===== src/opsq_pkg.sv =====
/*
  package for the oled power and reset sequencer: reset values of the
  driver state and the supply settling times.
  assumes a 100 MHz ref_clk.
*/
package opsq_pkg;
  localparam int unsigned CLK_MHZ        = 100;
  localparam int unsigned VHV_SETTLE_MS  = 200;
  localparam int unsigned VHV_DRAIN_MS   = 100;
  localparam int unsigned VHV_SETTLE_CYC = VHV_SETTLE_MS * 1000 * CLK_MHZ;
  localparam int unsigned VHV_DRAIN_CYC  = VHV_DRAIN_MS * 1000 * CLK_MHZ;
  localparam logic [7:0]  CONTRAST_RST   = 8'h7F;
  localparam logic [6:0]  COL_RST        = 7'h00;
  localparam logic [6:0]  START_LINE_RST = 7'h00;
  localparam logic [1:0]  MODE_480X128   = 2'h0;
  localparam logic [1:0]  MODE_256X64    = 2'h1;
  typedef enum logic [2:0] {
    ST_OFF     = 3'b000,
    ST_LOGIC   = 3'b001,
    ST_SETTLE  = 3'b010,
    ST_ON      = 3'b011,
    ST_DRAIN   = 3'b100
  } opsq_state_t;
endpackage


===== src/opsq_cfg_if.sv =====
/*
  interface carrying the driver's configuration state from the
  configuration register module to the sequencer top.
  assumes both ends sit on the same ref_clk.
*/
`timescale 1ns/1ps
interface opsq_cfg_if;
  logic       disp_on;
  logic [1:0] disp_mode;
  logic       seg_remap;
  logic       com_remap;
  logic       com_scan_rev;
  logic [6:0] start_line;
  logic [6:0] col_addr;
  logic [7:0] contrast;
  modport regs (output disp_on, disp_mode, seg_remap, com_remap,
                output com_scan_rev, start_line, col_addr, contrast);
  modport user (input disp_on, disp_mode, seg_remap, com_remap,
                input com_scan_rev, start_line, col_addr, contrast);
endinterface


===== src/opsq_cfg_regs.sv =====
/*
  configuration registers of the display driver, forced to their reset
  values while the synchronised hardware init input is low.
  assumes hw_init_low_s is already synchronised to ref_clk.
*/
`timescale 1ns/1ps
module opsq_cfg_regs
  import opsq_pkg::*;
(
  input  wire logic       ref_clk,
  input  wire logic       reset,
  input  wire logic       clk_en,
  input  wire logic       hw_init_low_s,
  input  wire logic       wr_en,
  input  wire logic [3:0] wr_sel,
  input  wire logic [7:0] wr_data,
  input  wire logic       col_inc,
  opsq_cfg_if.regs        cfg
);
  logic       init_now;
  assign init_now = reset | ~hw_init_low_s;

  always_ff @(posedge ref_clk) begin
    if (init_now) begin
      cfg.disp_on      <= 1'b0;
      cfg.disp_mode    <= MODE_480X128;
      cfg.seg_remap    <= 1'b0;
      cfg.com_remap    <= 1'b0;
      cfg.start_line   <= START_LINE_RST;
      cfg.col_addr     <= COL_RST;
      cfg.com_scan_rev <= 1'b0;
      cfg.contrast     <= CONTRAST_RST;
    end else if (clk_en) begin
      if (wr_en && wr_sel == 4'h0) cfg.disp_on <= wr_data[0];
      if (wr_en && wr_sel == 4'h1) cfg.disp_mode <= wr_data[1:0];
      if (wr_en && wr_sel == 4'h2) cfg.seg_remap <= wr_data[0];
      if (wr_en && wr_sel == 4'h3) cfg.com_remap <= wr_data[0];
      if (wr_en && wr_sel == 4'h4) cfg.start_line <= wr_data[6:0];
      if (wr_en && wr_sel == 4'h6) cfg.com_scan_rev <= wr_data[0];
      if (wr_en && wr_sel == 4'h7) cfg.contrast <= wr_data;
      if (wr_en && wr_sel == 4'h5) begin
        cfg.col_addr <= wr_data[6:0];
      end else if (col_inc) begin
        cfg.col_addr <= cfg.col_addr + 7'h01;
      end
    end
  end

  a_contrast_reset: assert property (
    @(posedge ref_clk)
    $fell(init_now) |-> cfg.contrast == CONTRAST_RST)
    else $error("contrast not at reset value after init");
  a_col_reset: assert property (
    @(posedge ref_clk)
    $fell(init_now) |-> cfg.col_addr == COL_RST)
    else $error("column counter not cleared after init");
endmodule


===== src/opsq_top.sv =====
/*
  power and reset sequencer of an oled display driver: tracks supply
  order, times high-voltage settle and discharge, and holds the driver
  configuration state that hardware init restores.
  assumes supply and init pins arrive asynchronous; commands come from
  logic on ref_clk.
*/
// Function
// host enables logic and io supplies, display off, init, clear, then hv.
// host waits 200 ms after hv enable before display on.
// host sends off, drops hv, waits 100 ms, then drops logic supplies.
// host leaves hv supply disabled and floating while it is off.
// init low forces display off and 480x128 mode.
// init restores normal segment and common address mapping at 00h.
// init sets display start line to memory address 0.
// init clears the column address counter to 0.
// init selects normal common output scan direction.
// init loads contrast setting with 7Fh.
// host should apply hardware reset when noise corrupts the image.
// after init release host repeats the full power-up command order.
`timescale 1ns/1ps
module opsq_top
  import opsq_pkg::*;
#(
  parameter int unsigned SETTLE_CYC = VHV_SETTLE_CYC,
  parameter int unsigned DRAIN_CYC  = VHV_DRAIN_CYC
)(
  input  wire logic       ref_clk,
  input  wire logic       reset,
  input  wire logic       clk_en,
  input  wire logic       hw_init_low,
  input  wire logic       logic_core_supply,
  input  wire logic       io_level_supply,
  input  wire logic       hv_supply,
  input  wire logic       cmd_valid,
  input  wire logic [3:0] cmd_sel,
  input  wire logic [7:0] cmd_data,
  input  wire logic       col_inc,
  output logic            panel_lit,
  output logic            hv_ready,
  output logic            seq_error,
  output logic [2:0]      seq_state,
  output logic            disp_on,
  output logic [1:0]      disp_mode,
  output logic            seg_remap,
  output logic            com_remap,
  output logic            com_scan_rev,
  output logic [6:0]      start_line,
  output logic [6:0]      col_addr,
  output logic [7:0]      contrast
);
  logic [3:0]  sync1_q;
  logic [3:0]  sync2_q;
  logic        init_s;
  logic        logic_s;
  logic        hv_s;
  logic        cmd_ok;
  logic        on_cmd;
  logic        err_d;
  logic        err_q;
  logic [31:0] cnt_q;
  logic [31:0] cnt_d;
  opsq_state_t state_q;
  opsq_state_t state_d;
  opsq_cfg_if  cfg ();

  always_ff @(posedge ref_clk) begin
    if (reset) begin
      sync1_q <= 4'h0;
      sync2_q <= 4'h0;
    end else if (clk_en) begin
      sync1_q <= {hw_init_low, logic_core_supply, io_level_supply, hv_supply};
      sync2_q <= sync1_q;
    end
  end

  assign init_s  = sync2_q[3];
  assign logic_s = sync2_q[2] & sync2_q[1];
  assign hv_s    = sync2_q[0];

  // display-on allowed only after hv has settled
  assign on_cmd = cmd_valid & (cmd_sel == 4'h0) & cmd_data[0];
  assign cmd_ok = cmd_valid & ~(on_cmd & (state_q != ST_ON));

  opsq_cfg_regs u_regs (
    .ref_clk       (ref_clk),
    .reset         (reset),
    .clk_en        (clk_en),
    .hw_init_low_s (init_s),
    .wr_en         (cmd_ok),
    .wr_sel        (cmd_sel),
    .wr_data       (cmd_data),
    .col_inc       (col_inc),
    .cfg           (cfg)
  );

  always_comb begin
    state_d = state_q;
    cnt_d   = cnt_q;
    err_d   = err_q;
    case (state_q)
      ST_OFF: begin
        if (hv_s) err_d = 1'b1;
        if (logic_s) state_d = ST_LOGIC;
      end
      ST_LOGIC: begin
        if (!logic_s) begin
          state_d = ST_OFF;
        end else if (hv_s) begin
          if (cfg.disp_on) err_d = 1'b1;
          state_d = ST_SETTLE;
          cnt_d   = 32'h0;
        end
      end
      ST_SETTLE: begin
        cnt_d = cnt_q + 32'h1;
        if (!logic_s) err_d = 1'b1;
        if (!hv_s) begin
          state_d = ST_DRAIN;
          cnt_d   = 32'h0;
        end else if (cnt_q >= SETTLE_CYC - 1) begin
          state_d = ST_ON;
        end
      end
      ST_ON: begin
        if (!logic_s) err_d = 1'b1;
        if (!hv_s) begin
          if (cfg.disp_on) err_d = 1'b1;
          state_d = ST_DRAIN;
          cnt_d   = 32'h0;
        end
      end
      ST_DRAIN: begin
        cnt_d = cnt_q + 32'h1;
        if (!logic_s && cnt_q < DRAIN_CYC - 1) err_d = 1'b1;
        if (hv_s) err_d = 1'b1;
        if (cnt_q >= DRAIN_CYC - 1) state_d = ST_LOGIC;
      end
      default: state_d = ST_OFF;
    endcase
  end

  always_ff @(posedge ref_clk) begin
    if (reset) begin
      state_q <= ST_OFF;
      cnt_q   <= 32'h0;
      err_q   <= 1'b0;
    end else if (clk_en) begin
      state_q <= state_d;
      cnt_q   <= cnt_d;
      err_q   <= err_d;
    end
  end

  assign hv_ready     = (state_q == ST_ON);
  assign seq_error    = err_q;
  assign seq_state    = state_q;
  assign panel_lit    = cfg.disp_on & hv_ready;
  assign disp_on      = cfg.disp_on;
  assign disp_mode    = cfg.disp_mode;
  assign seg_remap    = cfg.seg_remap;
  assign com_remap    = cfg.com_remap;
  assign com_scan_rev = cfg.com_scan_rev;
  assign start_line   = cfg.start_line;
  assign col_addr     = cfg.col_addr;
  assign contrast     = cfg.contrast;

  a_init_forces_off: assert property (
    @(posedge ref_clk) disable iff (reset)
    !init_s |=> !disp_on && disp_mode == MODE_480X128)
    else $error("init low did not force display off and mode");
  a_init_mapping: assert property (
    @(posedge ref_clk) disable iff (reset)
    !init_s |=> !seg_remap && !com_remap)
    else $error("init low did not restore address mapping");
  a_init_start: assert property (
    @(posedge ref_clk) disable iff (reset)
    !init_s |=> start_line == START_LINE_RST)
    else $error("init low did not reset start line");
  a_init_col: assert property (
    @(posedge ref_clk) disable iff (reset)
    !init_s ##1 init_s |-> col_addr == COL_RST)
    else $error("column counter not zero at init release");
  a_init_scan: assert property (
    @(posedge ref_clk) disable iff (reset)
    !init_s |=> !com_scan_rev)
    else $error("init low did not select normal scan");
  a_init_contrast: assert property (
    @(posedge ref_clk) disable iff (reset)
    !init_s |=> contrast == CONTRAST_RST)
    else $error("init low did not load contrast");
  a_settle_wait: assert property (
    @(posedge ref_clk) disable iff (reset)
    $rose(hv_ready) |-> $past(state_q) == ST_SETTLE
      && $past(cnt_q) >= SETTLE_CYC - 1)
    else $error("hv ready before settle time");
  a_on_needs_ready: assert property (
    @(posedge ref_clk) disable iff (reset)
    $rose(disp_on) |-> $past(hv_ready))
    else $error("display turned on before hv settled");
  a_settle_start: assert property (
    @(posedge ref_clk) disable iff (reset)
    state_q == ST_LOGIC && logic_s && hv_s && clk_en
      |=> state_q == ST_SETTLE && cnt_q == 32'h0)
    else $error("settle count did not start at hv enable");
  a_drain_start: assert property (
    @(posedge ref_clk) disable iff (reset)
    state_q == ST_ON && !hv_s && clk_en
      |=> state_q == ST_DRAIN && cnt_q == 32'h0)
    else $error("discharge wait did not start at hv disable");
  a_drain_hold: assert property (
    @(posedge ref_clk) disable iff (reset)
    state_q == ST_DRAIN && cnt_q < DRAIN_CYC - 1 && clk_en
      |=> state_q == ST_DRAIN)
    else $error("discharge wait ended early");
  a_hv_in_off: assert property (
    @(posedge ref_clk) disable iff (reset)
    state_q == ST_OFF && hv_s && clk_en |=> seq_error)
    else $error("hv without logic supplies not flagged");
  a_freeze_hold: assert property (
    @(posedge ref_clk) disable iff (reset)
    !clk_en && !reset
      |=> $stable(state_q) && $stable(cnt_q) && $stable(seq_error))
    else $error("sequencer state moved while clock enable low");
endmodule


===== config.mk =====
export PLATFORM = sky130hd
export DESIGN_NAME = opsq_top
export DESIGN_NICKNAME = d
export VERILOG_FILES = /design/src/opsq_pkg.sv /design/src/opsq_cfg_if.sv /design/src/opsq_cfg_regs.sv /design/src/opsq_top.sv
export SDC_FILE = /design/constraint.sdc
export NUM_CORES = 1
export LEC_CHECK = 0
export BUFFER_PORTS_ARGS = -buffer_cell sky130_fd_sc_hd__buf_2
export CORE_MARGIN = 2
export CORE_UTILIZATION = 40
export DETAILED_ROUTE_END_ITERATION = 6
export GPL_ROUTABILITY_DRIVEN = 0
export HOLD_SLACK_MARGIN = 0.1
export SETUP_SLACK_MARGIN = 0.15
export SYNTH_ARGS = -nofsm -noshare
export SYNTH_HDL_FRONTEND = slang
export SYNTH_SLANG_ARGS = --single-unit
export TNS_END_PERCENT = 5

===== constraint.sdc =====
create_clock -name ref_clk -period 2.1 [get_ports ref_clk]
set_input_delay 0.42 -clock ref_clk [delete_from_list [all_inputs] [get_ports ref_clk]]
set_output_delay 0.42 -clock ref_clk [all_outputs]
set_load 0.1 [all_outputs]

==> run_results.csv, run 1 <==
group,metric,value,unit
outcome,status,"finished, final reports clean",
yosys,synth_cell_types,56,
final_layout,layout-drive-gt1-share,0.328,
setup_path,setup.worst_path.class,"reg2reg",
setup_path,start_kind,"flop",
setup_path,required,2.38,ns
setup_path,cp-end-kind,"flop",
yosys,synth-xor-area-share,0.0301,
place,dpl.hpwl,6930,um
hold_path,hold_depth,3,
drt,routed_wl,10700,um
clock_tree,htreeDepth,3,
power,switching_share,0.236,
yosys,synth-seq-cells,72,
place,io_buffers,54,
setup_path,r2r_setup_slack,0.14,ns
global_route,grt_max_degree,33,
yosys,syn_area,3790,um^2
sta,tns,0,ns
floorplan,io-pin-count,55,
yosys,synth_nets,479,
yosys,synth_compound_area_frac,0.155,
clock_tree,clk_pin_slew,0.08,ns
yosys,synth_edf_count,0,
sta,report.final.slew_viol_count,0,
power,p_leak,1.90,nW
clock_tree,ctsHoldBuffers,0,
drt,vias_per_cell,5.75,
setup_path,critPathTopFamily,"simple AND/OR/NAND/NOR gates",
yosys,avgSynthCellArea,8.31,um^2
setup_path,crit_path_max_fanout,8,
sta,skew,0.00961,ns
power,powerDensity,562,nW/um^2
final_layout,fill_cells,837,
setup_path,reg2reg_to,"cnt_q[17]",
hold_path,hold_path_class,"in2reg",
setup_path,cp.arrival,2.24,ns
power,internal-power,2.12,mW
global_route,grt_pass1_vias,3285,
power,seqPwrFrac,0.493,
yosys,synthMuxAreaShare,0.0773,
final_layout,diodes,0,
setup_path,cp_slowest_stage_delay,0.47,ns
yosys,seq_area_frac_synth,0.380,
yosys,synthFlopType,"dfxtp_1",
sta,rsz0062_at_grt,"yes",
drt,first_pass_iters,4,
drt,wire_per_inst,16.1,um
sta,fin_crit,1.96,ns
sta,setup_ws,0.139,ns
clock_tree,clk_latency,0.35,ns
setup_path,slowest_stage,"or4_1",
power,p_comb_frac,0.048,
yosys,synthCells,456,
drt,final_antenna_net_count,0,
place,pre_cts_slack,0.0149,ns
hold_path,min-delay-start,"cmd_data[7]",
yosys,synth-simple-area-share,0.309,
setup_path,ff2ff_path_depth,6,
drt,dr_total_vias,3809,
clock_tree,numCtsBuffers,9,
yosys,synthAdderAreaFrac,0.00661,
yosys,synth-async-reset-ratio,0,
floorplan,fp.dieH,101,um
floorplan,die_width,101,um
final_layout,nets,569,
clock_tree,numClockSinks,72,
sta,hold_viol_final,0,
power,switching_power,0.656,mW
power,clock_power_share,0.459,
clock_tree,clockBufferDepth,2,
sta,min_period_over_period,0.934,
global_route,antenna_found_initial,0,
setup_path,worst-path-buf-inv,1,
clock_tree,root_buffer,"clkbuf_8",
yosys,synth_top_family_by_area,"simple AND/OR/NAND/NOR gates",
floorplan,initial_core_util,0.412,
setup_path,cp_cell_sequence,"buf_2, o21ai_4, o311a_4, nand4_2, or4_1, a21oi_1",
final_layout,syn_to_final_growth,30.4,%
clock_tree,cts_tree,"yes",
floorplan,die_area,10300,um^2
global_route,grt_pass1_wl,16400,um
floorplan,core_area,9200,um^2
sta,tightest_slew,0.780,ns
global_route,grt-ovfl-total,0,
sta,setup_viol,0,
hold_path,hold_end,"u_regs.cfg.contrast[7]",
setup_path,r2r_start,"seq_state[1]",
power,irDropWorstVdd,0.243,mV
yosys,ys_warn_count,0,
sta,maxSlewHeadroom,0.480,
sta,max_freq,510,MHz
floorplan,row_count,35,
run,cap_violations,0,
drt,drt_iter0_drc,247,
global_route,grt_usage,0.202,
drt,drc_errors,0,
tightest hold or removal path, cell delays in order:
cell and delay (ns):
buf_2 0.09, nand2_1 0.05, a21oi_1 0.05
metal layers:
| layer | track usage | up-vias | part of all wire |
|---|---|---|---|
| met2 | 0.306 | 122 | 0.46 |
| met5 | 0 | - | 0 |
| met1 | 0.289 | 1787 | 0.46 |
| li1 | - | 1881 | - |
| met4 | 0.0624 | 0 | 0.017 |
| met3 | 0.0407 | 19 | 0.062 |
cells in the final DEF (no fill, tap or decap), types with 4 or more instances in the layout:
cell type and instances:
buf_2 53, dfxtp_1 51, buf_4 46, nor2_1 45
nand2_1 43, a21oi_1 28, mux2i_1 27, nand3_1 20
nand4_1 15, o21ai_0 14, dfxtp_2 14, o31ai_1 13
inv_1 10, nor3_1 10, clkbuf_8 10, or4_1 9
nor2b_1 7, a21o_1 7, xor2_1 7, dfxtp_4 7
nor4_1 6, xnor2_1 6, nand4b_1 5, or3_1 5
a31oi_1 5, a211oi_1 5, and2_1 4, and3_1 4
synth_stat cells, types with 4 or more instances:
cell type  number  area share
a31oi_1         6      0.0099
nor4_1          7       0.012
nor2b_1         7       0.012
nor2_1         45       0.045
o31ai_1        14       0.028
and2_1          5      0.0083
a21o_1          7       0.014
and3_1          4      0.0066
inv_1          11       0.011
xor2_1          7       0.016
buf_2           4      0.0053
o21ai_0        15       0.020
nand3_1        22       0.029
nor3_1         11       0.015
or4_1          12       0.024
a21oi_1        30       0.040
nand4b_1        5       0.012
a211oi_1        5      0.0099
xnor2_1         6       0.014
or3_1           5      0.0083
dfxtp_1        72        0.38
nand2_1        44       0.044
clkbuf_1       21       0.021
mux2i_1        27       0.071
nand4_1        15       0.025
power by group through the flow:
stage,clock network [mW],registers [mW],logic [mW]
CTS,1.30,1.37,0.130
global route,1.37,1.37,0.144
detailed placement,0,1.41,0.129
floorplan,0,1.41,0.0662
global placement,0,1.41,0.128
finish,1.27,1.37,0.133
registers in the layout, summed over array words and instances, names as in the netlist:
register,count
u_regs.cfg.col_addr,7
cnt_q,32
u_regs.cfg.disp_mode,2
u_regs.cfg.com_scan_rev,1
u_regs.cfg.com_remap,1
u_regs.cfg.disp_on,1
u_regs.cfg.contrast,8
u_regs.cfg.seg_remap,1
sync2_q,4
sync1_q,4
seq_error,1
seq_state,3
u_regs.cfg.start_line,7
timing repair:
action / 4_1_cts / 5_1_grt
endpoints found under the setup margin: 19 / 24
cloned: 0 / 3
buffers inserted: 5 / 15
pin swaps: 2 / 7
resized for setup: 8 / 40
cell families after synthesis:
| family | after synthesis |
|---|---|
| mux | 29 |
| flops | 72 |
| simple gates | 209 |
| xor+xnor | 13 |
| compound gates | 92 |
| fa+ha+maj | 2 |
| buf+inv | 39 |
stage by stage:
stage           util  std cells  cell area, um^2  hold slack [ns]  total power [mW]
2_1_floorplan      -        456             3830            0.449              1.48
6_report       0.537        662             4940            0.300              2.78
3_3_place_gp   0.475        623             4370            0.457              1.53
3_5_place_dp   0.475        623             4370            0.466              1.54
4_1_cts        0.507        644             4660            0.296              2.80
5_1_grt        0.537        662             4940            0.306              2.88
layout make-up:
type,instances,area (um^2),share of cell area
Clock buffer,10,138,0.0279
Clock inverter,6,90.1,0.0182
Inverter,11,45.0,0.00912
Multi-Input combinational cell,348,2350,0.476
Sequential cell,72,1490,0.301
Tap cell,111,139,0.0281
Timing Repair Buffer,104,693,0.140
how the worst max path moves through the flow:
stage	endpoint	depth (start not counted)	from	slack [ns]
5_1_grt	cnt_q[23]	6	seq_state[1]	0.07
4_1_cts	seq_state[1]	4	seq_state[1]	0.11
2_1_floorplan	panel_lit	4	seq_state[2]	-0.12
3_3_place_gp	seq_state[1]	5	cnt_q[3]	0.08
3_5_place_dp	cnt_q[23]	5	cnt_q[3]	0.01
6_report	cnt_q[17]	6	seq_state[1]	0.14
Power figures use the tool's default switching activity.
==> run 2: changes to the inputs <==
Clock period 2.1 ns to 2 ns, I/O delays scaled along.
==> run 2 against run 1 <==
Compared with the run above:
- combinational power is 16% higher
- flip-flop and latch count stayed put
- largest power group unchanged
- count of clock-buffer cells in the layout stayed put
- via count is 2.2% higher
- critical endpoint is now cnt_q[31]
- sequential power is 5% higher
- sequential share of layout area is 0.99 points lower
- largest cell class unchanged
- global-route usage is 0.88 points higher
- die area stayed put
- wire length is 0.65% higher
==> run_results.csv, run 2 (synthesis results as in run 1) <==
group,metric,value,unit
final_layout,reg_top3,"cnt_q x32, u_regs.cfg.contrast x8",
floorplan,core_area,9200,um^2
sta,report.final.slew_viol_count,0,
sta,tns,0,ns
final_layout,syn_to_final_growth,34.2,%
place,io_buffers,54,
global_route,grt_usage,0.211,
drt,final_antenna_net_count,0,
power,irDropWorstVdd,0.509,mV
setup_path,r2r_start,"seq_state[0]",
final_layout,top_register,"cnt_q",
floorplan,initial_core_util,0.412,
sta,min_period_over_period,0.963,
place,pre_cts_slack,-0.0753,ns
setup_path,setup.worst_path.end,"cnt_q[31]",
drt,dr_total_vias,3893,
outcome,status,"finished, final reports clean",
clock_tree,numClockSinks,72,
power,p_leak,2.02,nW
clock_tree,htreeDepth,3,
final_layout,layout-drive-gt1-share,0.341,
setup_path,start_kind,"flop",
global_route,grt_pass1_vias,3592,
floorplan,die_area,10300,um^2
drt,drt_iter0_drc,308,
power,powerDensity,546,nW/um^2
sta,tightest_slew,0.648,ns
clock_tree,clk_pin_slew,0.08,ns
global_route,grt-ovfl-total,0,
global_route,grt_pass1_wl,17200,um
sta,setup_ws,0.0736,ns
setup_path,reg2reg_to,"cnt_q[31]",
setup_path,required,2.26,ns
setup_path,crit_path_max_fanout,10,
setup_path,ff2ff_path_depth,7,
sta,max_freq,519,MHz
sta,hold_viol_final,0,
hold_path,min-delay-start,"io_level_supply",
floorplan,die_width,101,um
final_layout,final_cell_mix,"buf_4 (72), dfxtp_1 (56), buf_2 (52)",
hold_path,hold_path_class,"in2reg",
drt,wire_per_inst,15.7,um
global_route,antenna_found_initial,0,
setup_path,r2r_setup_slack,0.07,ns
sta,fin_crit,1.93,ns
clock_tree,clk_latency,0.35,ns
drt,first_pass_iters,5,
drt,vias_per_cell,5.68,
clock_tree,cts_tree,"yes",
sta,setup_viol,0,
floorplan,io-pin-count,55,
final_layout,nets,592,
run,cap_violations,0,
setup_path,cp-end-kind,"flop",
drt,drc_errors,0,
setup_path,setup.worst_path.class,"reg2reg",
sta,rsz0062_at_grt,"yes",
clock_tree,numCtsBuffers,9,
sta,skew,0.0101,ns
global_route,grt_max_degree,31,
floorplan,fp.dieH,101,um
clock_tree,root_buffer,"clkbuf_8",
drt,routed_wl,10700,um
final_layout,largest_reg_flops,32,
sta,maxSlewHeadroom,0.562,
floorplan,row_count,35,
place,dpl.hpwl,7410,um
setup_path,startpoint,"seq_state[0]",
setup_path,cp.arrival,2.19,ns
final_layout,layout_commonest_cell,"buf_4",
clock_tree,clockBufferDepth,2,
clock_tree,ctsHoldBuffers,0,
final_layout,diodes,0,
## run 2: cell count changes in the layout (fill, tap and decap cells not counted), moves of 2 or more
cell	change
buf_4	+26
clkinv_4	+3
clkinvlp_4	-2
dfxtp_1	+5
dfxtp_2	-5
or4_1	+2
or4_4	-2
## run 2: worst max-delay path, stage by stage (launching register included)
cell and delay, ns:
dfxtp_4 0.37, buf_6 0.14, or4bb_4 0.58, a21boi_4 0.17, a31oi_1 0.17, buf_4 0.16, nand2b_1 0.06, o41ai_2 0.18
## run 2: power by group
group	switching (mW)	internal (mW)
Combinational	0.0910	0.0632
Sequential	0.00465	1.43
Clock	0.574	0.615
Total	0.669	2.11
## run 2: worst min-delay path by stage
| stage | end | slack (ns) | depth (start not counted) |
|---|---|---|---|
| floorplan | cnt_q[1] | 0.45 | 2 |
| global placement | u_regs.cfg.contrast[0] | 0.45 | 2 |
| detailed placement | u_regs.cfg.contrast[6] | 0.45 | 2 |
| CTS | sync1_q[1] | 0.27 | 3 |
| global route | sync1_q[1] | 0.27 | 3 |
| finish | sync1_q[1] | 0.28 | 3 |
## run 2: per-stage QoR
stage	hold slack (ns)	power, mW	std cells	util	area, um^2
floorplan	0.449	1.55	456	-	3840
global placement	0.451	1.62	646	0.492	4520
detailed placement	0.453	1.62	646	0.492	4520
CTS	0.269	2.82	674	0.535	4920
global route	0.270	2.89	685	0.553	5090
finish	0.279	2.78	685	0.553	5090
## run 2: final cells by class
cell class | count | area [um^2]
clock buffer | 10 | 138
inverter | 11 | 45.0
fill | 857 | 4110
clock inverter | 6 | 67.6
sequential | 72 | 1480
timing repair buffer | 129 | 871
tap | 111 | 139
multi-input combinational | 346 | 2350
## run 2: routing by layer
layer,vias up,part of all wire,global-route usage
met5,-,0,0
li1,1910,-,-
met4,0,0.019,0.0748
met1,1855,0.46,0.269
met2,108,0.47,0.348
met3,20,0.052,0.0490
## run 2: repair_timing
| item | CTS | global route |
|---|---|---|
| endpoints found under the setup margin | 38 | 41 |
| pin swaps | 7 | 8 |
| gates cloned | 0 | 1 |
| resized for setup | 26 | 19 |
| setup buffers | 12 | 10 |
==> run 3: changes to the inputs <==
Settings changed: BUFFER_PORTS_ARGS -buffer_cell sky130_fd_sc_hd__buf_2 to -buffer_cell sky130_fd_sc_hd__clkbuf_2.
==> run 3 against run 2 <==
Compared with the run above:
- first-iteration DRC count down 40%
- clock power about the same
- highest routed layer unchanged
- global-route usage down 0.56 points
- non-clock buffer count is 11 lower
- die area unchanged
- sequential power hardly changed
- via count decreased by 2.3%
- count of clock-buffer cells in the layout is the same
- final cell count is 1.5% lower
- worst hold slack gained 0.0050 ns
- core utilization is 0.42 points lower
==> run_results.csv, run 3 (synthesis results as in run 1) <==
group,metric,value,unit
setup_path,cp_slowest_stage_delay,0.52,ns
clock_tree,numClockSinks,72,
sta,report.final.slew_viol_count,0,
final_layout,top_register,"cnt_q",
hold_path,hold_path_class,"in2reg",
final_layout,final_cell_mix,"buf_4 (61), clkbuf_2 (52), dfxtp_1 (46)",
sta,rsz0062_at_grt,"yes",
sta,setup_viol,0,
drt,routed_wl,10600,um
final_layout,largest_reg_flops,32,
clock_tree,clk_pin_slew,0.08,ns
clock_tree,root_buffer,"clkbuf_8",
power,internal-power,2.07,mW
floorplan,die_area,10300,um^2
setup_path,slowest_stage,"or4_4",
power,switching_power,0.681,mW
final_layout,nets,582,
global_route,grt-ovfl-total,0,
setup_path,worst-path-buf-inv,1,
clock_tree,clockBufferDepth,2,
clock_tree,htreeDepth,3,
outcome,status,"finished, final reports clean",
setup_path,cp.arrival,2.19,ns
place,dpl.hpwl,7230,um
drt,first_pass_iters,4,
drt,drc_errors,0,
setup_path,crit_path_max_fanout,7,
final_layout,layout_commonest_cell,"buf_4",
sta,fin_crit,1.92,ns
drt,wire_per_inst,15.7,um
global_route,grt_usage,0.205,
setup_path,ff2ff_path_depth,6,
drt,drt_iter0_drc,185,
floorplan,io-pin-count,55,
sta,hold_viol_final,0,
clock_tree,numCtsBuffers,9,
setup_path,critPathTopFamily,"simple AND/OR/NAND/NOR gates",
clock_tree,clk_latency,0.35,ns
final_layout,layout-drive-gt1-share,0.351,
power,switching_share,0.247,
drt,dr_total_vias,3805,
power,irDropWorstVdd,0.341,mV
final_layout,reg_top3,"cnt_q x32, u_regs.cfg.contrast x8",
floorplan,fp.dieH,101,um
floorplan,core_area,9200,um^2
setup_path,setup.worst_path.class,"reg2reg",
run,cap_violations,0,
final_layout,syn_to_final_growth,33.2,%
sta,tightest_slew,0.632,ns
drt,vias_per_cell,5.64,
power,p_comb_frac,0.054,
clock_tree,ctsHoldBuffers,0,
setup_path,cp-end-kind,"flop",
sta,tns,0,ns
floorplan,die_width,101,um
power,p_leak,1.96,nW
power,seqPwrFrac,0.520,
drt,final_antenna_net_count,0,
place,io_buffers,54,
clock_tree,cts_tree,"yes",
hold_path,hold_depth,3,
final_layout,fill_cells,867,
sta,skew,0.0113,ns
sta,min_period_over_period,0.958,
global_route,grt_max_degree,31,
floorplan,row_count,35,
global_route,grt_pass1_wl,16800,um
sta,max_freq,522,MHz
setup_path,start_kind,"flop",
setup_path,required,2.27,ns
setup_path,cp_cell_sequence,"nand3_1, nor4_4, buf_4, nand4_4, or4_4, a21oi_2",
sta,whs,0.284,ns
global_route,antenna_found_initial,0,
floorplan,initial_core_util,0.412,
setup_path,cp.depth,6,
power,clock_power_share,0.425,
final_layout,diodes,0,
power,powerDensity,545,nW/um^2
sta,maxSlewHeadroom,0.573,
global_route,grt_pass1_vias,3515,
[run 3: area by class of cell]
cell class              instances  area [um^2]  share of cell area
repair buffers                118          801               0.159
well taps                     111          139              0.0275
inverters                      11         45.0             0.00892
flip-flops and latches         72         1500               0.297
clock inverters                 6         68.8              0.0136
clock buffers                  10          128              0.0253
multi-input cells             347         2370               0.469
[run 3: final timing paths]
check,start,endpoint,slack (ns)
hold reg to reg,u_regs.cfg.disp_mode[0],u_regs.cfg.disp_mode[0],0.48
setup / recovery,cnt_q[10],cnt_q[19],0.08
hold / removal,hv_supply,sync1_q[0],0.28
setup reg to reg,cnt_q[10],cnt_q[19],0.08
[run 3: worst register-to-register path, delay by kind of cell, from the launching register on]
| kind | cells | cell delay [ns] |
|---|---|---|
| AND/OR/NAND/NOR | 4 | 1.13 |
| flip-flops | 1 | 0.39 |
| buffers and inverters | 1 | 0.18 |
| AO/OA/AOI/OAI | 1 | 0.14 |
[run 3: what timing repair did]
action                     CTS  global route
resized for setup           16            42
gates cloned                 1             1
buffers inserted             5            10
pin swaps                    4             8
setup endpoints to repair   38            39
[run 3: power groups by stage]
stage	combinational (mW)	clock, mW	sequential, mW
after floorplan	0.0694	0	1.48
after global placement	0.140	0	1.47
after detailed placement	0.141	0	1.48
after CTS	0.144	1.20	1.44
after global routing	0.164	1.27	1.43
final	0.150	1.17	1.43
[run 3: stage by stage]
stage                     instance area [um^2]   util  power [mW]  setup slack (ns)  cells
final                                     5050  0.549        2.75            0.0844    675
after global routing                      5050  0.549        2.87            0.0335    675
after CTS                                 4810  0.524        2.79            0.0787    664
after detailed placement                  4490  0.489        1.62           -0.0690    642
after global placement                    4490  0.489        1.61           -0.0515    642
after floorplan                           3840      -        1.55            -0.204    456
[run 3: metal layers]
metal | vias up | part of all wire | global-route usage | wire length (um)
met5 | - | 0 | 0 | 0
met3 | 19 | 0.042 | 0.0338 | 450
met1 | 1791 | 0.46 | 0.269 | 4850
met2 | 106 | 0.48 | 0.335 | 5070
met4 | 0 | 0.022 | 0.0852 | 232
li1 | 1889 | - | - | -
